==> src/common/mode_arb_pkg.sv <==
// Constants and types shared by the operation mode arbiter.
// Assumes one 50 MHz clock and synchronous active-high reset.
package mode_arb_pkg;

	// Operation modes, one-hot
	typedef enum logic [2:0] {
		MODE_PANEL   = 3'h1,
		MODE_CONTACT = 3'h2,
		MODE_SERIAL  = 3'h4
	} op_mode_t;

	localparam op_mode_t MODE_RST = MODE_PANEL;

	// Display indication codes
	localparam logic [1:0] DISP_PANEL      = 2'h0;
	localparam logic [1:0] DISP_CONTACT    = 2'h1;
	localparam logic [1:0] DISP_SERIAL     = 2'h2;
	localparam logic [1:0] DISP_SERIAL_RUN = 2'h3;

	// Analog source selection codes
	localparam logic [1:0] ASRC_TEMP1 = 2'h0;
	localparam logic [1:0] ASRC_TEMP2 = 2'h1;
	localparam logic [1:0] ASRC_COND  = 2'h2;

	// Reset values
	localparam logic       RUN_RST      = 1'h0;
	localparam logic [15:0] SETPT_RST   = 16'h0000;
	localparam logic       LVL_RST      = 1'h0;

	localparam int SETPT_W = 16;
	localparam int ANA_W   = 16;
	localparam int NSRC    = 3;

endpackage

==> src/hdl/contact_input_cond.sv <==
// Conditions one contact input: polarity and alternate/momentary form.
// Assumes the input is already synchronous to ref_clk_i.
`timescale 1ns/10ps
module contact_input_cond (
	// Clock and reset
	input  wire logic ref_clk_i,
	input  wire logic rst_i,
	// Configuration
	input  wire logic nc_type_i,
	input  wire logic momentary_i,
	// Contact
	input  wire logic raw_i,
	// Result
	output logic      level_o,
	output logic      rise_o
);

	typedef struct packed {
		logic prev;
		logic toggle;
		logic level;
		logic rise;
	} cond_state_t;

	cond_state_t st_r;
	cond_state_t st_nxt;
	logic        act;

	always_comb begin
		act = raw_i ^ nc_type_i;
		st_nxt = st_r;
		st_nxt.prev = act;
		st_nxt.rise = act & ~st_r.prev;
		// Momentary pulses toggle a held state; alternate follows the level
		if (momentary_i) begin
			if (act & ~st_r.prev) begin
				st_nxt.toggle = ~st_r.toggle;
			end
			st_nxt.level = st_nxt.toggle;
		end else begin
			st_nxt.toggle = act;
			st_nxt.level = act;
		end
	end

	always_ff @(posedge ref_clk_i) begin
		if (rst_i) begin
			st_r <= '0;
			// Seed the history so an idle closed contact gives no edge
			st_r.prev <= raw_i ^ nc_type_i;
		end else begin
			st_r <= st_nxt;
		end
	end

	assign level_o = st_r.level;
	assign rise_o  = st_r.rise;

endmodule

==> src/hdl/operation_mode_arbiter.sv <==
// Operation mode arbiter: holds the mode and gates run/stop and setpoint.
// Assumes all inputs synchronous to ref_clk_i; command strobes one cycle.
//
// Functional notes
// - Reset selects panel mode.
// - Panel mode: panel alone commands run and setpoint.
// - Contact mode: contact run, panel setpoint, serial rejected.
// - Serial mode: serial alone commands run and setpoint.
// - Serial with contact option: contact run, serial setpoint.
// - Other settings and status reading always allowed.
// - Mode requests act only on rising edge.
// - Contact input three rising enters contact mode.
// - Serial flag rising enters serial mode.
// - Only panel action returns to panel mode.
// - Contact input three is mode request only.
// - Inputs one, two: form and polarity configurable.
// - Outputs one to three fixed, polarity selectable.
// - Outputs four to six selectable signal, polarity.
// - Analog outputs choose among three quantities.
// - Display shows mode, serial-contact-run distinct.
// - Outside contact mode contact run ignored, except serial mode with contact option.
`timescale 1ns/10ps
module operation_mode_arbiter (
	// Clock and reset
	input  wire logic                   ref_clk_i,
	input  wire logic                   rst_i,
	// Touch panel commands
	input  wire logic                   panel_run_i,
	input  wire logic                   panel_stop_i,
	input  wire logic                   panel_setpt_we_i,
	input  wire logic [15:0]            panel_setpt_i,
	input  wire logic                   panel_mode_we_i,
	input  wire logic                   panel_settings_we_i,
	// Serial host commands
	input  wire logic                   serial_run_i,
	input  wire logic                   serial_stop_i,
	input  wire logic                   serial_setpt_we_i,
	input  wire logic [15:0]            serial_setpt_i,
	input  wire logic                   serial_mode_req_i,
	// Contact inputs
	input  wire logic [2:0]             contact_in_i,
	// Configuration, written from the panel settings screens
	input  wire logic                   contact_run_option_i,
	input  wire logic [1:0]             in_nc_type_i,
	input  wire logic [1:0]             in_momentary_i,
	input  wire logic [5:0]             out_nc_type_i,
	input  wire logic [8:0]             out_sel_i,
	input  wire logic [3:0]             ana_sel_i,
	// Equipment status
	input  wire logic                   stopping_fault_alarm_i,
	input  wire logic                   continue_warning_alarm_i,
	input  wire logic [7:0]             status_flags_i,
	input  wire logic [15:0]            ana_temp1_i,
	input  wire logic [15:0]            ana_temp2_i,
	input  wire logic [15:0]            ana_cond_i,
	// Mode and command results
	output logic [2:0]                  mode_o,
	output logic [1:0]                  display_o,
	output logic                        run_o,
	output logic [15:0]                 setpt_o,
	output logic                        ext_switch_o,
	output logic                        settings_we_o,
	// Contact and analog outputs
	output logic [5:0]                  contact_out_o,
	output logic [15:0]                 ana_out1_o,
	output logic [15:0]                 ana_out2_o
);

	typedef struct packed {
		mode_arb_pkg::op_mode_t mode;
		logic                   req3_prev;
		logic                   req3_sync;
		logic                   sreq_prev;
		logic                   run_in_prev;
		logic                   run;
		logic [15:0]            setpt;
		logic [1:0]             display;
		logic [5:0]             cout;
		logic [15:0]            a1;
		logic [15:0]            a2;
		logic                   ext_sw;
		logic                   set_we;
	} arb_state_t;

	arb_state_t st_r;
	arb_state_t st_nxt;

	logic run_lvl;
	logic sw_lvl;
	logic contact_run_ok;
	logic panel_run_ok;
	logic serial_run_ok;
	logic panel_sp_ok;
	logic serial_sp_ok;
	logic run_prev_lvl;

	// Selects an analog source among the three quantities
	function automatic logic [15:0] ana_pick(input logic [1:0] sel,
		input logic [15:0] t1, input logic [15:0] t2,
		input logic [15:0] c);
		case (sel)
			mode_arb_pkg::ASRC_TEMP1: ana_pick = t1;
			mode_arb_pkg::ASRC_TEMP2: ana_pick = t2;
			mode_arb_pkg::ASRC_COND:  ana_pick = c;
			default:                  ana_pick = t1;
		endcase
	endfunction

	// Selects a status flag for a configurable contact output
	function automatic logic flag_pick(input logic [2:0] sel,
		input logic [7:0] flags);
		flag_pick = flags[sel];
	endfunction

	contact_input_cond u_in_run (
		.ref_clk_i   (ref_clk_i),
		.rst_i       (rst_i),
		.nc_type_i   (in_nc_type_i[0]),
		.momentary_i (in_momentary_i[0]),
		.raw_i       (contact_in_i[0]),
		.level_o     (run_lvl),
		.rise_o      ()
	);

	contact_input_cond u_in_sw (
		.ref_clk_i   (ref_clk_i),
		.rst_i       (rst_i),
		.nc_type_i   (in_nc_type_i[1]),
		.momentary_i (in_momentary_i[1]),
		.raw_i       (contact_in_i[1]),
		.level_o     (sw_lvl),
		.rise_o      ()
	);

	always_comb begin
		contact_run_ok = (st_r.mode == mode_arb_pkg::MODE_CONTACT) |
			((st_r.mode == mode_arb_pkg::MODE_SERIAL) &
			contact_run_option_i);
		panel_run_ok = (st_r.mode == mode_arb_pkg::MODE_PANEL);
		serial_run_ok = (st_r.mode == mode_arb_pkg::MODE_SERIAL) &
			~contact_run_option_i;
		panel_sp_ok = (st_r.mode == mode_arb_pkg::MODE_PANEL) |
			(st_r.mode == mode_arb_pkg::MODE_CONTACT);
		serial_sp_ok = (st_r.mode == mode_arb_pkg::MODE_SERIAL);
		run_prev_lvl = st_r.run_in_prev;
	end

	always_comb begin
		st_nxt = st_r;
		// Input three is a bare momentary request; no configuration applies
		st_nxt.req3_sync = contact_in_i[2];
		st_nxt.req3_prev = st_r.req3_sync;
		st_nxt.sreq_prev = serial_mode_req_i;
		st_nxt.run_in_prev = run_lvl;

		// Mode: if both rise together, contact wins, as its edge is seen one cycle after the serial edge
		if (panel_mode_we_i) begin
			st_nxt.mode = mode_arb_pkg::MODE_PANEL;
		end else if (serial_mode_req_i & ~st_r.sreq_prev) begin
			st_nxt.mode = mode_arb_pkg::MODE_SERIAL;
		end else if (st_r.req3_sync & ~st_r.req3_prev) begin
			st_nxt.mode = mode_arb_pkg::MODE_CONTACT;
		end

		// Run/stop from the authorised source only; others dropped
		if (panel_run_ok) begin
			if (panel_stop_i) begin
				st_nxt.run = 1'b0;
			end else if (panel_run_i) begin
				st_nxt.run = 1'b1;
			end
		end else if (serial_run_ok) begin
			if (serial_stop_i) begin
				st_nxt.run = 1'b0;
			end else if (serial_run_i) begin
				st_nxt.run = 1'b1;
			end
		end else if (contact_run_ok) begin
			// Contact run level is applied on change only
			if (run_lvl != run_prev_lvl) begin
				st_nxt.run = run_lvl;
			end
		end

		if (panel_sp_ok & panel_setpt_we_i) begin
			st_nxt.setpt = panel_setpt_i;
		end else if (serial_sp_ok & serial_setpt_we_i) begin
			st_nxt.setpt = serial_setpt_i;
		end

		case (st_nxt.mode)
			mode_arb_pkg::MODE_PANEL: begin
				st_nxt.display = mode_arb_pkg::DISP_PANEL;
			end
			mode_arb_pkg::MODE_CONTACT: begin
				st_nxt.display = mode_arb_pkg::DISP_CONTACT;
			end
			mode_arb_pkg::MODE_SERIAL: begin
				st_nxt.display = contact_run_option_i ?
					mode_arb_pkg::DISP_SERIAL_RUN :
					mode_arb_pkg::DISP_SERIAL;
			end
			default: begin
				st_nxt.display = mode_arb_pkg::DISP_PANEL;
			end
		endcase

		// Status outputs run in every mode
		st_nxt.cout[0] = st_r.run ^ out_nc_type_i[0];
		st_nxt.cout[1] = stopping_fault_alarm_i ^ out_nc_type_i[1];
		st_nxt.cout[2] = continue_warning_alarm_i ^ out_nc_type_i[2];
		for (int i = 0; i < 3; i++) begin
			st_nxt.cout[3 + i] = flag_pick(out_sel_i[3 * i +: 3],
				status_flags_i) ^ out_nc_type_i[3 + i];
		end

		st_nxt.a1 = ana_pick(ana_sel_i[1:0], ana_temp1_i, ana_temp2_i,
			ana_cond_i);
		st_nxt.a2 = ana_pick(ana_sel_i[3:2], ana_temp1_i, ana_temp2_i,
			ana_cond_i);
		st_nxt.ext_sw = sw_lvl;
		st_nxt.set_we = panel_settings_we_i;
	end

	always_ff @(posedge ref_clk_i) begin
		if (rst_i) begin
			st_r <= '0;
			st_r.mode <= mode_arb_pkg::MODE_RST;
			st_r.run <= mode_arb_pkg::RUN_RST;
			st_r.setpt <= mode_arb_pkg::SETPT_RST;
			st_r.display <= mode_arb_pkg::DISP_PANEL;
		end else begin
			st_r <= st_nxt;
		end
	end

	assign mode_o        = st_r.mode;
	assign display_o     = st_r.display;
	assign run_o         = st_r.run;
	assign setpt_o       = st_r.setpt;
	assign ext_switch_o  = st_r.ext_sw;
	assign settings_we_o = st_r.set_we;
	assign contact_out_o = st_r.cout;
	assign ana_out1_o    = st_r.a1;
	assign ana_out2_o    = st_r.a2;

endmodule

==> config.mk <==
export PLATFORM = sky130hd
export DESIGN_NAME = operation_mode_arbiter
export DESIGN_NICKNAME = d
export VERILOG_FILES = /design/src/common/mode_arb_pkg.sv /design/src/hdl/contact_input_cond.sv /design/src/hdl/operation_mode_arbiter.sv
export SDC_FILE = /design/constraint.sdc
export NUM_CORES = 1
export LEC_CHECK = 0
export ABC_AREA = 0
export BUFFER_PORTS_ARGS = -buffer_cell sky130_fd_sc_hd__buf_4
export CAP_MARGIN = 20
export CORE_ASPECT_RATIO = 1.4
export CORE_MARGIN = 1
export CORE_UTILIZATION = 40
export CTS_CLUSTER_DIAMETER = 30
export CTS_CLUSTER_SIZE = 25
export DETAILED_ROUTE_END_ITERATION = 7
export PLACE_DENSITY = 0.83
export SLEW_MARGIN = 20
export SYNTH_ARGS = -nofsm -noshare
export SYNTH_HDL_FRONTEND = slang
export SYNTH_SLANG_ARGS = --single-unit
export TNS_END_PERCENT = 50
==> constraint.sdc <==
create_clock -name ref_clk_i -period 1.5 [get_ports ref_clk_i]
set_input_delay 0.225 -clock ref_clk_i [delete_from_list [all_inputs] [get_ports ref_clk_i]]
set_output_delay 0.225 -clock ref_clk_i [all_outputs]
set_load 0.03 [all_outputs]
# Word level (Yosys, flattened, before mapping)
# Index checks and enable logic that the tools add are counted.
word_totals:
  reg_bits: 72
  in_bits: 128
  word_cells: 90
  output_inout_bits: 62
op_classes:
  bitwise_logic: 25
  n_eq_ne: 12
  n_mux: 27
  magnitude_cmp: 3
  reduce_logical: 4
ops:
  columns: ["operator", "n"]
  rows:
  - ["case mux 16 bit (2 select lines)", 2]
  - ["two-way mux 16 bit", 2]
  - ["two-way mux 1 bit", 14]
  - ["less-than comparator 3 x 4 -> 1 bit, second input constant", 3]
  - ["binary-select mux 1 bit (select 3 bit)", 3]
  - ["two-way mux 3 bit", 3]
  - ["bitwise AND 1 bit", 8]
  - ["bitwise XOR 1 bit", 8]
  - ["inverter 1 bit", 7]
  - ["equality test 3 x 2 -> 1 bit, second input constant", 2]
  - ["equality test 3 bit, second input constant", 2]
  - ["nonzero test 3 bit", 2]
  - ["equality test 2 x 1 -> 1 bit, second input constant", 2]
  - ["equality test 2 bit, second input constant", 2]
  - ["two-way mux 2 bit", 2]
  - ["!= test 4 bit, second input constant", 1]
  - ["case mux 2 bit (2 select lines)", 1]
  - ["AND reduction 4 bit", 1]
  - ["equality test 3 x 1 -> 1 bit, second input constant", 1]
  - ["!= test 3 bit, second input constant", 1]
  - ["bitwise OR 1 bit", 2]
  - ["nonzero test 2 bit", 1]
  - ["!= test 1 bit", 1]

# Logic depth before layout (Yosys ltp)
# Gate-level depths: netlist (run 1).
depth:
  ltp_word: 7
  ltp_mapped: 8
  mapped_depth_nobuf: 6

# Hierarchy
# A second synthesis (run 1) with hierarchy kept.
hier_totals:
  cells_unflattened: 421
  area_unflattened_um2: 3736.1
modules_own_cells:
  columns: ["module", "cells_each", "n_inst", "area_per_inst_um2", "seq_area_each_um2"]
  rows:
  - ["operation_mode_arbiter", 401, 1, 3505.9, 1321.3]
  - ["contact_input_cond", 10, 2, 115.1, 60.1]

# Worst setup path after synthesis (run 1)
# No wires, ideal clock.
synth_timing:
  path_kind: "flip-flop to flip-flop"
  from: "register st_r (netlist bit mode_o[1])"
  to: "register st_r (netlist bit setpt_o[0])"
  required_time_ns: 1.368
  n_path_buf: 3
  path_stages_with_launch: 8
  setup_ns: 0.132
  slack_ns: 0.086
  period_less_slack_ns: 1.414
  t_arrival_ns: 1.282
  path_cell_list: "dfxtp_1 > buf_6 > xor2_1 > and3_1 > buf_6 > buf_2 > a22oi_1 > a21oi_1"
synth_via:
  elab_chain_cells: 4
  word_cells_on_any_way: 8
  classes_between: "3 x eq/ne; 1 x mux; 3 x bitwise; 1 x reduce/logical"
synth_rtl:
  columns: ["element", "line", "source"]
  rows:
  - ["start, declared", "operation_mode_arbiter.sv:85", "arb_state_t st_r;"]
  - ["start signal, assigned", "operation_mode_arbiter.sv:233", "st_r <= st_nxt;"]
  - ["equality test 3 x 1 -> 1 bit or equality test 3 x 2 -> 1 bit (tied branches)", "operation_mode_arbiter.sv:142, operation_mode_arbiter.sv:143", null]
  - ["bitwise OR 1 bit", "operation_mode_arbiter.sv:142", "panel_sp_ok = (st_r.mode == mode_arb_pkg::MODE_PANEL) |"]
  - ["bitwise AND 1 bit", "operation_mode_arbiter.sv:185", "if (panel_sp_ok & panel_setpt_we_i) begin"]
  - ["two-way mux 16 bit or nonzero test 2 bit (tied branches)", null, null]
# Several ways; a longest one is shown, not always the timed one.
# A chain may end at the register's enable or synchronous reset.

# Final worst setup path (run 1)
layout_timing:
  from: "register st_r (netlist bit mode_o[2])"
  to: "register st_r (netlist bit setpt_o[12])"
# The elaborated chain is that of the path after synthesis.

==> Implementation_results.wiki, run 1 <==
{| class="wikitable"
! Metric !! Value
|-
| Result of the run || complete, no violations
|-
| Hold-fix buffer count after cts || 0
|-
| Number of synthesis warnings || 0
|-
| Total inserted antenna cells || 0
|-
| Area contributors post-synth || sky130_fd_sc_hd__dfxtp_1 (39%), sky130_fd_sc_hd__buf_4 (13%), sky130_fd_sc_hd__a22oi_1 (10%)
|-
| Drt via density || 5.01
|-
| Total die area || 0.00930 sq mm
|-
| Static Leak || 2.27 nW
|-
| Overall routed net length || 8830 um
|-
| Post-DR wirelength/cell || 13.5 um
|-
| All-layer global routing usage || 18.8%
|-
| Count of unique library cells instantiated by Yosys || 33
|-
| Largest net degree at the start of global routing || 33
|-
| Layout cell share with drive strength beyond 1 || 40.6%
|-
| Number of vias after detailed routing || 3268
|-
| Crit path required time || 1750 ps
|-
| Maxcap violations || 0
|-
| Final period util || 90.0%
|-
| Nets@finish || 674
|-
| Slew Limit Fails || 0
|-
| Area taken by flip-flops and latches || 0.00140 sq mm
|-
| Fill count || 779
|-
| Slowest cell on the critical path || sky130_fd_sc_hd__dfxtp_1
|-
| Combined area of the multi-input logic cells || 0.00156 sq mm
|-
| Worst-Skew Late Latency || 320 ps
|-
| Clock edge transition at the registers on the reported setup and hold paths || 50 ps
|-
| Critical path startpoint || mode_o[2]
|-
| H-tree levels || 3
|-
| Final Setup Violations || 0
|-
| Bufs and invs on worst path || 2
|-
| Worst hold slack across all endpoints || 116 ps
|-
| Number of buffers inserted by post-CTS setup repair || 0
|-
| Max IR drop VDD || 0.710 mV
|-
| Startpoint kind of the worst setup timing path || register
|-
| First-pass GRT wire length || 13600 um
|-
| Register bit total from synthesis || 70
|-
| Number of synthesized flops with an enable pin || 0
|-
| Hpwl dp || 7120 um
|-
| First-iteration detailed-routing DRC count || 75
|-
| TritonCTS Buffers || 9
|-
| Total of buffers placed on input and output ports || 189
|-
| Commonest cells post-synth || sky130_fd_sc_hd__nor2_1 (78), sky130_fd_sc_hd__dfxtp_1 (70), sky130_fd_sc_hd__buf_4 (60)
|-
| Mean post-synth cell area || 8.49 sq um
|-
| Proportion of netlist area held by the largest area contributor || 39.3%
|-
| Top flip-flop cell by instance count after synthesis || sky130_fd_sc_hd__dfxtp_1
|-
| Syn Nets || 552
|-
| Maximum clock skew at final layout || 5.59 ps
|-
| Most common cell in the synthesized netlist || sky130_fd_sc_hd__nor2_1
|-
| Cell-by-cell listing of the critical path || buf_4, nand2_1, nor3_4, buf_4, nor2_8, nand2_1, a21oi_1
|-
| Family of cells with the greatest summed delay on the critical path || simple AND/OR/NAND/NOR gates
|-
| DIE HEIGHT || 114 um
|-
| Layout area overhead || 38.7%
|-
| Total congestion overflow || 0
|-
| Worst endpoint data arrival time || 1600 ps
|-
| Clk Tree Root Cell || sky130_fd_sc_hd__clkbuf_16
|-
| Path type of the worst min-delay path || in -> reg
|-
| Via count of the first global-routing pass || 3099
|-
| Critical Path Max Stage Delay || 300 ps
|-
| Number of clock sinks seen by CTS || 70
|-
| Kind of end point of the critical path || register
|-
| Horiz. Die Dim || 81.8 um
|-
| Starting density of the core || 41.4%
|-
| Number of nets with antenna violations after detailed routing || 0
|-
| CTS tree || built
|-
| Slew @ Worst Pin || 568 ps
|-
| Launch point of the worst hold path || panel_settings_we_i
|-
| Worst slew margin relative to its limit || 62.2%
|-
| Count of final hold-check violations || 0
|-
| Top Ports || 190
|-
| Residual DRC || 0
|-
| Netlist area before placement || 0.00357 sq mm
|-
| Area of the core || 0.00861 sq mm
|-
| Bufs on Longest Clock Path || 2
|-
| Reg2reg start || mode_o[2]
|-
| Category of the most critical setup path || reg -> reg
|-
| Unrepaired setup endpoints after global routing || false
|-
| Shortest period the worst path allows || 1350 ps
|-
| Antenna violations before repair || 0
|-
| Standard-cell rows || 40
|-
| Final GP Congestion || 0.815
|-
| Fraction of synthesis flops using an asynchronous set or reset pin || 0%
|-
| Crit path max fanout || 17
|-
| Total power divided by cell area || 1110 mW/mm^2
|-
| Synthesized netlist cell count || 420
|-
| Initial DRT Pass Iterations || 4
|-
| Cell taking the most area after synthesis || sky130_fd_sc_hd__dfxtp_1
|-
| Highest attainable clock frequency || 741 MHz
|-
| Non-filler instance count after layout || 652
|-
| Cell count after placement || 636
|-
| Part of the Yosys area used for sequential elements || 39.3%
|}
## final timing paths
kind	to	slack, ps	cells after the start
max	setpt_o[12]	150	7
min	settings_we_o	120	2
max reg2reg	setpt_o[12]	150	7
min reg2reg	setpt_o[3]	460	2
## layout make-up
type,count,share of cell area (%)
Clock inverter,4,1.42
Sequential cell,70,28.3
Inverter,8,0.607
Tap cell,105,2.65
Multi-Input combinational cell,255,31.5
Clock buffer,12,4.98
Timing Repair Buffer,198,30.5
## power by group
part	total (W)	switching [W]	internal, W	leakage [nW]
logic	0.00127	0.000671	0.000595	1.54
clock network	0.00219	0.000699	0.00149	0.157
registers	0.00206	0.0000558	0.00200	0.578
## registers in the layout, indices dropped and copies added, names as in the netlist, 2 cells and up
name and flops:
ana_out2_o 16, ana_out1_o 16, display_o 2, contact_out_o 6, setpt_o 16, mode_o 3
st_r 2
## metrics by stage
stage	TNS, ps	setup slack (ps)	utilization [%]	total power (W)	area (sq um)
after global routing	0	38.9	57.5	0.00578	4950
after CTS	0	75.1	57.4	0.00558	4940
final	0	150	57.5	0.00552	4950
after detailed placement	-1730	-122	53.7	0.00336	4620
after global placement	-780	-52.3	53.7	0.00333	4620
after floorplan	0	86.0	-	0.00293	3570
## per-layer routing
metal  routed length [um]  part of all wire [%]  vias up  GRT usage [%]
met5                    0                     0        -              0
li1                     -                     -     1629              -
met3                  609                   6.9       12           4.72
met1                 3310                    37     1489           19.5
met2                 4820                    55      138           34.9
met4                   90                   1.0        0           7.60
## kinds of logic (layout without fill, tap and decap cells)
logic type	after synthesis	count (layout)	share of synthesized area [%]
AOI/OAI and AO/OA	112	112	19.9
and+or+nand+nor	118	118	14.5
DFF	70	70	39.3
adders and majority gates	4	4	1.40
muxes	11	11	5.19
buffers and inverters	95	222	17.3
xor gates and xnor gates	10	10	2.46
## timing repair
item | CTS | global route
endpoints found under the setup margin | 16 | 3
pin swaps | 0 | 1
gates resized for setup | 1 | 2
gates cloned | 0 | 0
## cell usage in the layout, fill, tap and decap left out, types with 2 or more instances in the layout
master / Yosys / final
sky130_fd_sc_hd__clkinv_2: 0 / 2
sky130_fd_sc_hd__buf_4: 60 / 196
sky130_fd_sc_hd__mux2i_1: 5 / 5
sky130_fd_sc_hd__inv_1: 8 / 8
sky130_fd_sc_hd__o21ai_0: 4 / 4
sky130_fd_sc_hd__nand2_1: 21 / 21
sky130_fd_sc_hd__nand2b_1: 5 / 5
sky130_fd_sc_hd__bufinv_16: 0 / 2
sky130_fd_sc_hd__a31oi_1: 2 / 2
sky130_fd_sc_hd__mux4_2: 6 / 6
sky130_fd_sc_hd__nor2_1: 78 / 78
sky130_fd_sc_hd__ha_1: 4 / 4
sky130_fd_sc_hd__a21oi_1: 51 / 51
sky130_fd_sc_hd__nor2b_1: 8 / 8
sky130_fd_sc_hd__a22oi_1: 48 / 48
sky130_fd_sc_hd__xnor2_1: 3 / 3
sky130_fd_sc_hd__a32oi_1: 2 / 2
sky130_fd_sc_hd__clkbuf_16: 0 / 9
sky130_fd_sc_hd__xor2_1: 7 / 7
sky130_fd_sc_hd__buf_12: 0 / 2
sky130_fd_sc_hd__dfxtp_1: 70 / 70
sky130_fd_sc_hd__clkbuf_1: 19 / 2
No activity file was read; power rests on OpenSTA's default activity.
==> inputs of run 2 (changes only) <==
--- a/config.mk
+++ b/config.mk
@@ -15,6 +15,7 @@
 export CTS_CLUSTER_SIZE = 25
 export DETAILED_ROUTE_END_ITERATION = 7
 export PLACE_DENSITY = 0.83
+export SETUP_SLACK_MARGIN = 0.4
 export SLEW_MARGIN = 20
 export SYNTH_ARGS = -nofsm -noshare
 export SYNTH_HDL_FRONTEND = slang
==> Implementation_results.wiki, run 2 (synthesis results as in run 1) <==
{| class="wikitable"
! Metric !! Value
|-
| Result of the run || complete, no violations
|-
| Crit path max fanout || 9
|-
| Horiz. Die Dim || 81.8 um
|-
| Standard-cell rows || 40
|-
| Clock power frac || 39.6%
|-
| Largest net degree at the start of global routing || 33
|-
| Worst endpoint data arrival time || 1560 ps
|-
| Slew @ Worst Pin || 396 ps
|-
| Sequential share of power || 36.1%
|-
| Combinational share of power || 24.3%
|-
| Highest attainable clock frequency || 736 MHz
|-
| Final GP Congestion || 0.829
|-
| Post-DR wirelength/cell || 15.5 um
|-
| Final total negative setup slack || 0 ps
|-
| Switching portion of total power || 27.2%
|-
| Maximum clock skew at final layout || 7.80 ps
|-
| Maxcap violations || 0
|-
| Final instance area || 0.00526 sq mm
|-
| First-pass GRT wire length || 15200 um
|-
| Slowest cell on the critical path || sky130_fd_sc_hd__dfxtp_2
|-
| First-iteration detailed-routing DRC count || 99
|-
| Layout area overhead || 47.5%
|-
| Cell-by-cell listing of the critical path || xor2_2, and3_4, bufbuf_16, a22oi_2, a21oi_2
|-
| Critical Path Max Stage Delay || 340 ps
|-
| TritonCTS Buffers || 9
|-
| Via count of the first global-routing pass || 3380
|-
| CTS tree || built
|-
| Final Setup Violations || 0
|-
| All-layer global routing usage || 21.2%
|-
| Clk Tree Root Cell || sky130_fd_sc_hd__clkbuf_16
|-
| Number of vias after detailed routing || 3441
|-
| Initial DRT Pass Iterations || 5
|-
| Total inserted antenna cells || 0
|-
| Kind of end point of the critical path || register
|-
| Startpoint kind of the worst setup timing path || register
|-
| Crit path required time || 1700 ps
|-
| Category of the most critical setup path || reg -> reg
|-
| Bufs on Longest Clock Path || 2
|-
| Layout cell share with drive strength beyond 1 || 49.5%
|-
| Total die area || 0.00930 sq mm
|-
| Fill count || 701
|-
| Top Ports || 190
|-
| Nets@finish || 678
|-
| Net Sw Power || 0.00156 W
|-
| Worst slew margin relative to its limit || 73.6%
|-
| Number of nets with antenna violations after detailed routing || 0
|-
| Total power divided by cell area || 1090 mW/mm^2
|-
| Worst-Skew Late Latency || 320 ps
|-
| Area of the core || 0.00861 sq mm
|-
| Max IR drop VDD || 0.769 mV
|-
| Antenna violations before repair || 0
|-
| Number of clock sinks seen by CTS || 70
|-
| Slew Limit Fails || 0
|-
| Most used cells in the layout excluding fill and tap cells || sky130_fd_sc_hd__buf_4 (195), sky130_fd_sc_hd__nor2_1 (78), sky130_fd_sc_hd__dfxtp_1 (66), sky130_fd_sc_hd__a21oi_1 (48), sky130_fd_sc_hd__a22oi_2 (26)
|-
| Count of final hold-check violations || 0
|-
| Leading cell type in the layout, fill and taps excluded || sky130_fd_sc_hd__buf_4
|-
| H-tree levels || 3
|-
| DIE HEIGHT || 114 um
|-
| Path type of the worst min-delay path || in -> reg
|-
| Hpwl dp || 7420 um
|-
| Overall routed net length || 10100 um
|-
| Residual DRC || 0
|-
| Placed standard-cell area || 0.00481 sq mm
|-
| Final period util || 90.6%
|-
| Static Leak || 2.32 nW
|-
| Internal power || 0.00416 W
|-
| Unrepaired setup endpoints after global routing || true
|-
| Total of buffers placed on input and output ports || 189
|-
| Drt via density || 5.25
|-
| Total congestion overflow || 0
|-
| Total Power || 0.00572 W
|-
| Starting density of the core || 41.4%
|-
| Shortest period the worst path allows || 1360 ps
|-
| Clock edge transition at the registers on the reported setup and hold paths || 60 ps
|}
==> run 2: cell types whose count changed in the layout (fill, tap and decap cells not counted), moves of 3 or more <==
cell / previous run / this run
sky130_fd_sc_hd__a22oi_1: 48 / 22
sky130_fd_sc_hd__a22oi_2: 0 / 26
sky130_fd_sc_hd__dfxtp_1: 70 / 66
sky130_fd_sc_hd__ha_1: 4 / 0
sky130_fd_sc_hd__a21oi_1: 51 / 48
sky130_fd_sc_hd__a21oi_2: 0 / 3
sky130_fd_sc_hd__dfxtp_2: 0 / 3
sky130_fd_sc_hd__inv_1: 8 / 5
sky130_fd_sc_hd__nand2_1: 21 / 18
sky130_fd_sc_hd__nand2_2: 0 / 3
==> run 2: per-layer routing <==
layer	global-route usage (%)	wire, um	vias up
li1	-	-	1639
met1	21.6	3740	1601
met2	36.9	5180	174
met3	7.68	935	27
met4	10.9	282	0
met5	0	0	-
==> run 2: final cells by class <==
cell class / count / area, sq um / area share (%)
multi-input cells: 256 / 1770 / 33.5
repair buffers: 201 / 1580 / 30.0
flip-flops and latches: 70 / 1410 / 26.8
clock buffers: 11 / 243 / 4.61
well taps: 105 / 131 / 2.50
clock inverters: 5 / 82.6 / 1.57
inverters: 8 / 52.6 / 0.999
==> run 2: power groups by stage <==
stage | combinational, W | sequential (W) | clock (W)
4_1_cts | 0.00138 | 0.00206 | 0.00231
6_report | 0.00139 | 0.00206 | 0.00226
5_1_grt | 0.00149 | 0.00207 | 0.00239
2_1_floorplan | 0.000917 | 0.00209 | 0
3_3_place_gp | 0.00130 | 0.00209 | 0
3_5_place_dp | 0.00133 | 0.00210 | 0
==> run 2: what timing repair did <==
item / CTS / global route
gates resized for setup: 11 / 11
cloned: 2 / 0
pin swaps: 9 / 8
buffers inserted: 1 / 1
hold buffers: 0 / 0
endpoints found under the hold margin: 0 / 0
setup endpoints to repair: 24 / 26
==> run 2: metrics by stage <==
stage | worst slack [ps] | hold slack [ps] | cells | util (%)
6_report | 141 | 111 | 656 | 61.1
3_5_place_dp | 114 | 446 | 636 | 55.9
4_1_cts | 200 | 103 | 655 | 60.6
3_3_place_gp | 165 | 438 | 636 | 55.9
2_1_floorplan | 155 | 348 | 420 | -
5_1_grt | 87.2 | 110 | 656 | 61.1
==> run 2: worst max-delay path: cells and delay by family, from the launching register on <==
family                 cells  cell delay, ps
AO/OA/AOI/OAI              2             250
XOR/XNOR                   1             180
AND/OR/NAND/NOR            1             190
buffers and inverters      1             280
flip-flops                 1             340
==> run 2: worst paths after layout <==
kind	startpoint	endpoint	slack [ps]	cells past startpoint
max	mode_o[1]	setpt_o[5]	140	5
min	panel_settings_we_i	settings_we_o	110	2
max reg2reg	mode_o[1]	setpt_o[5]	140	5
min reg2reg	setpt_o[12]	setpt_o[12]	460	2
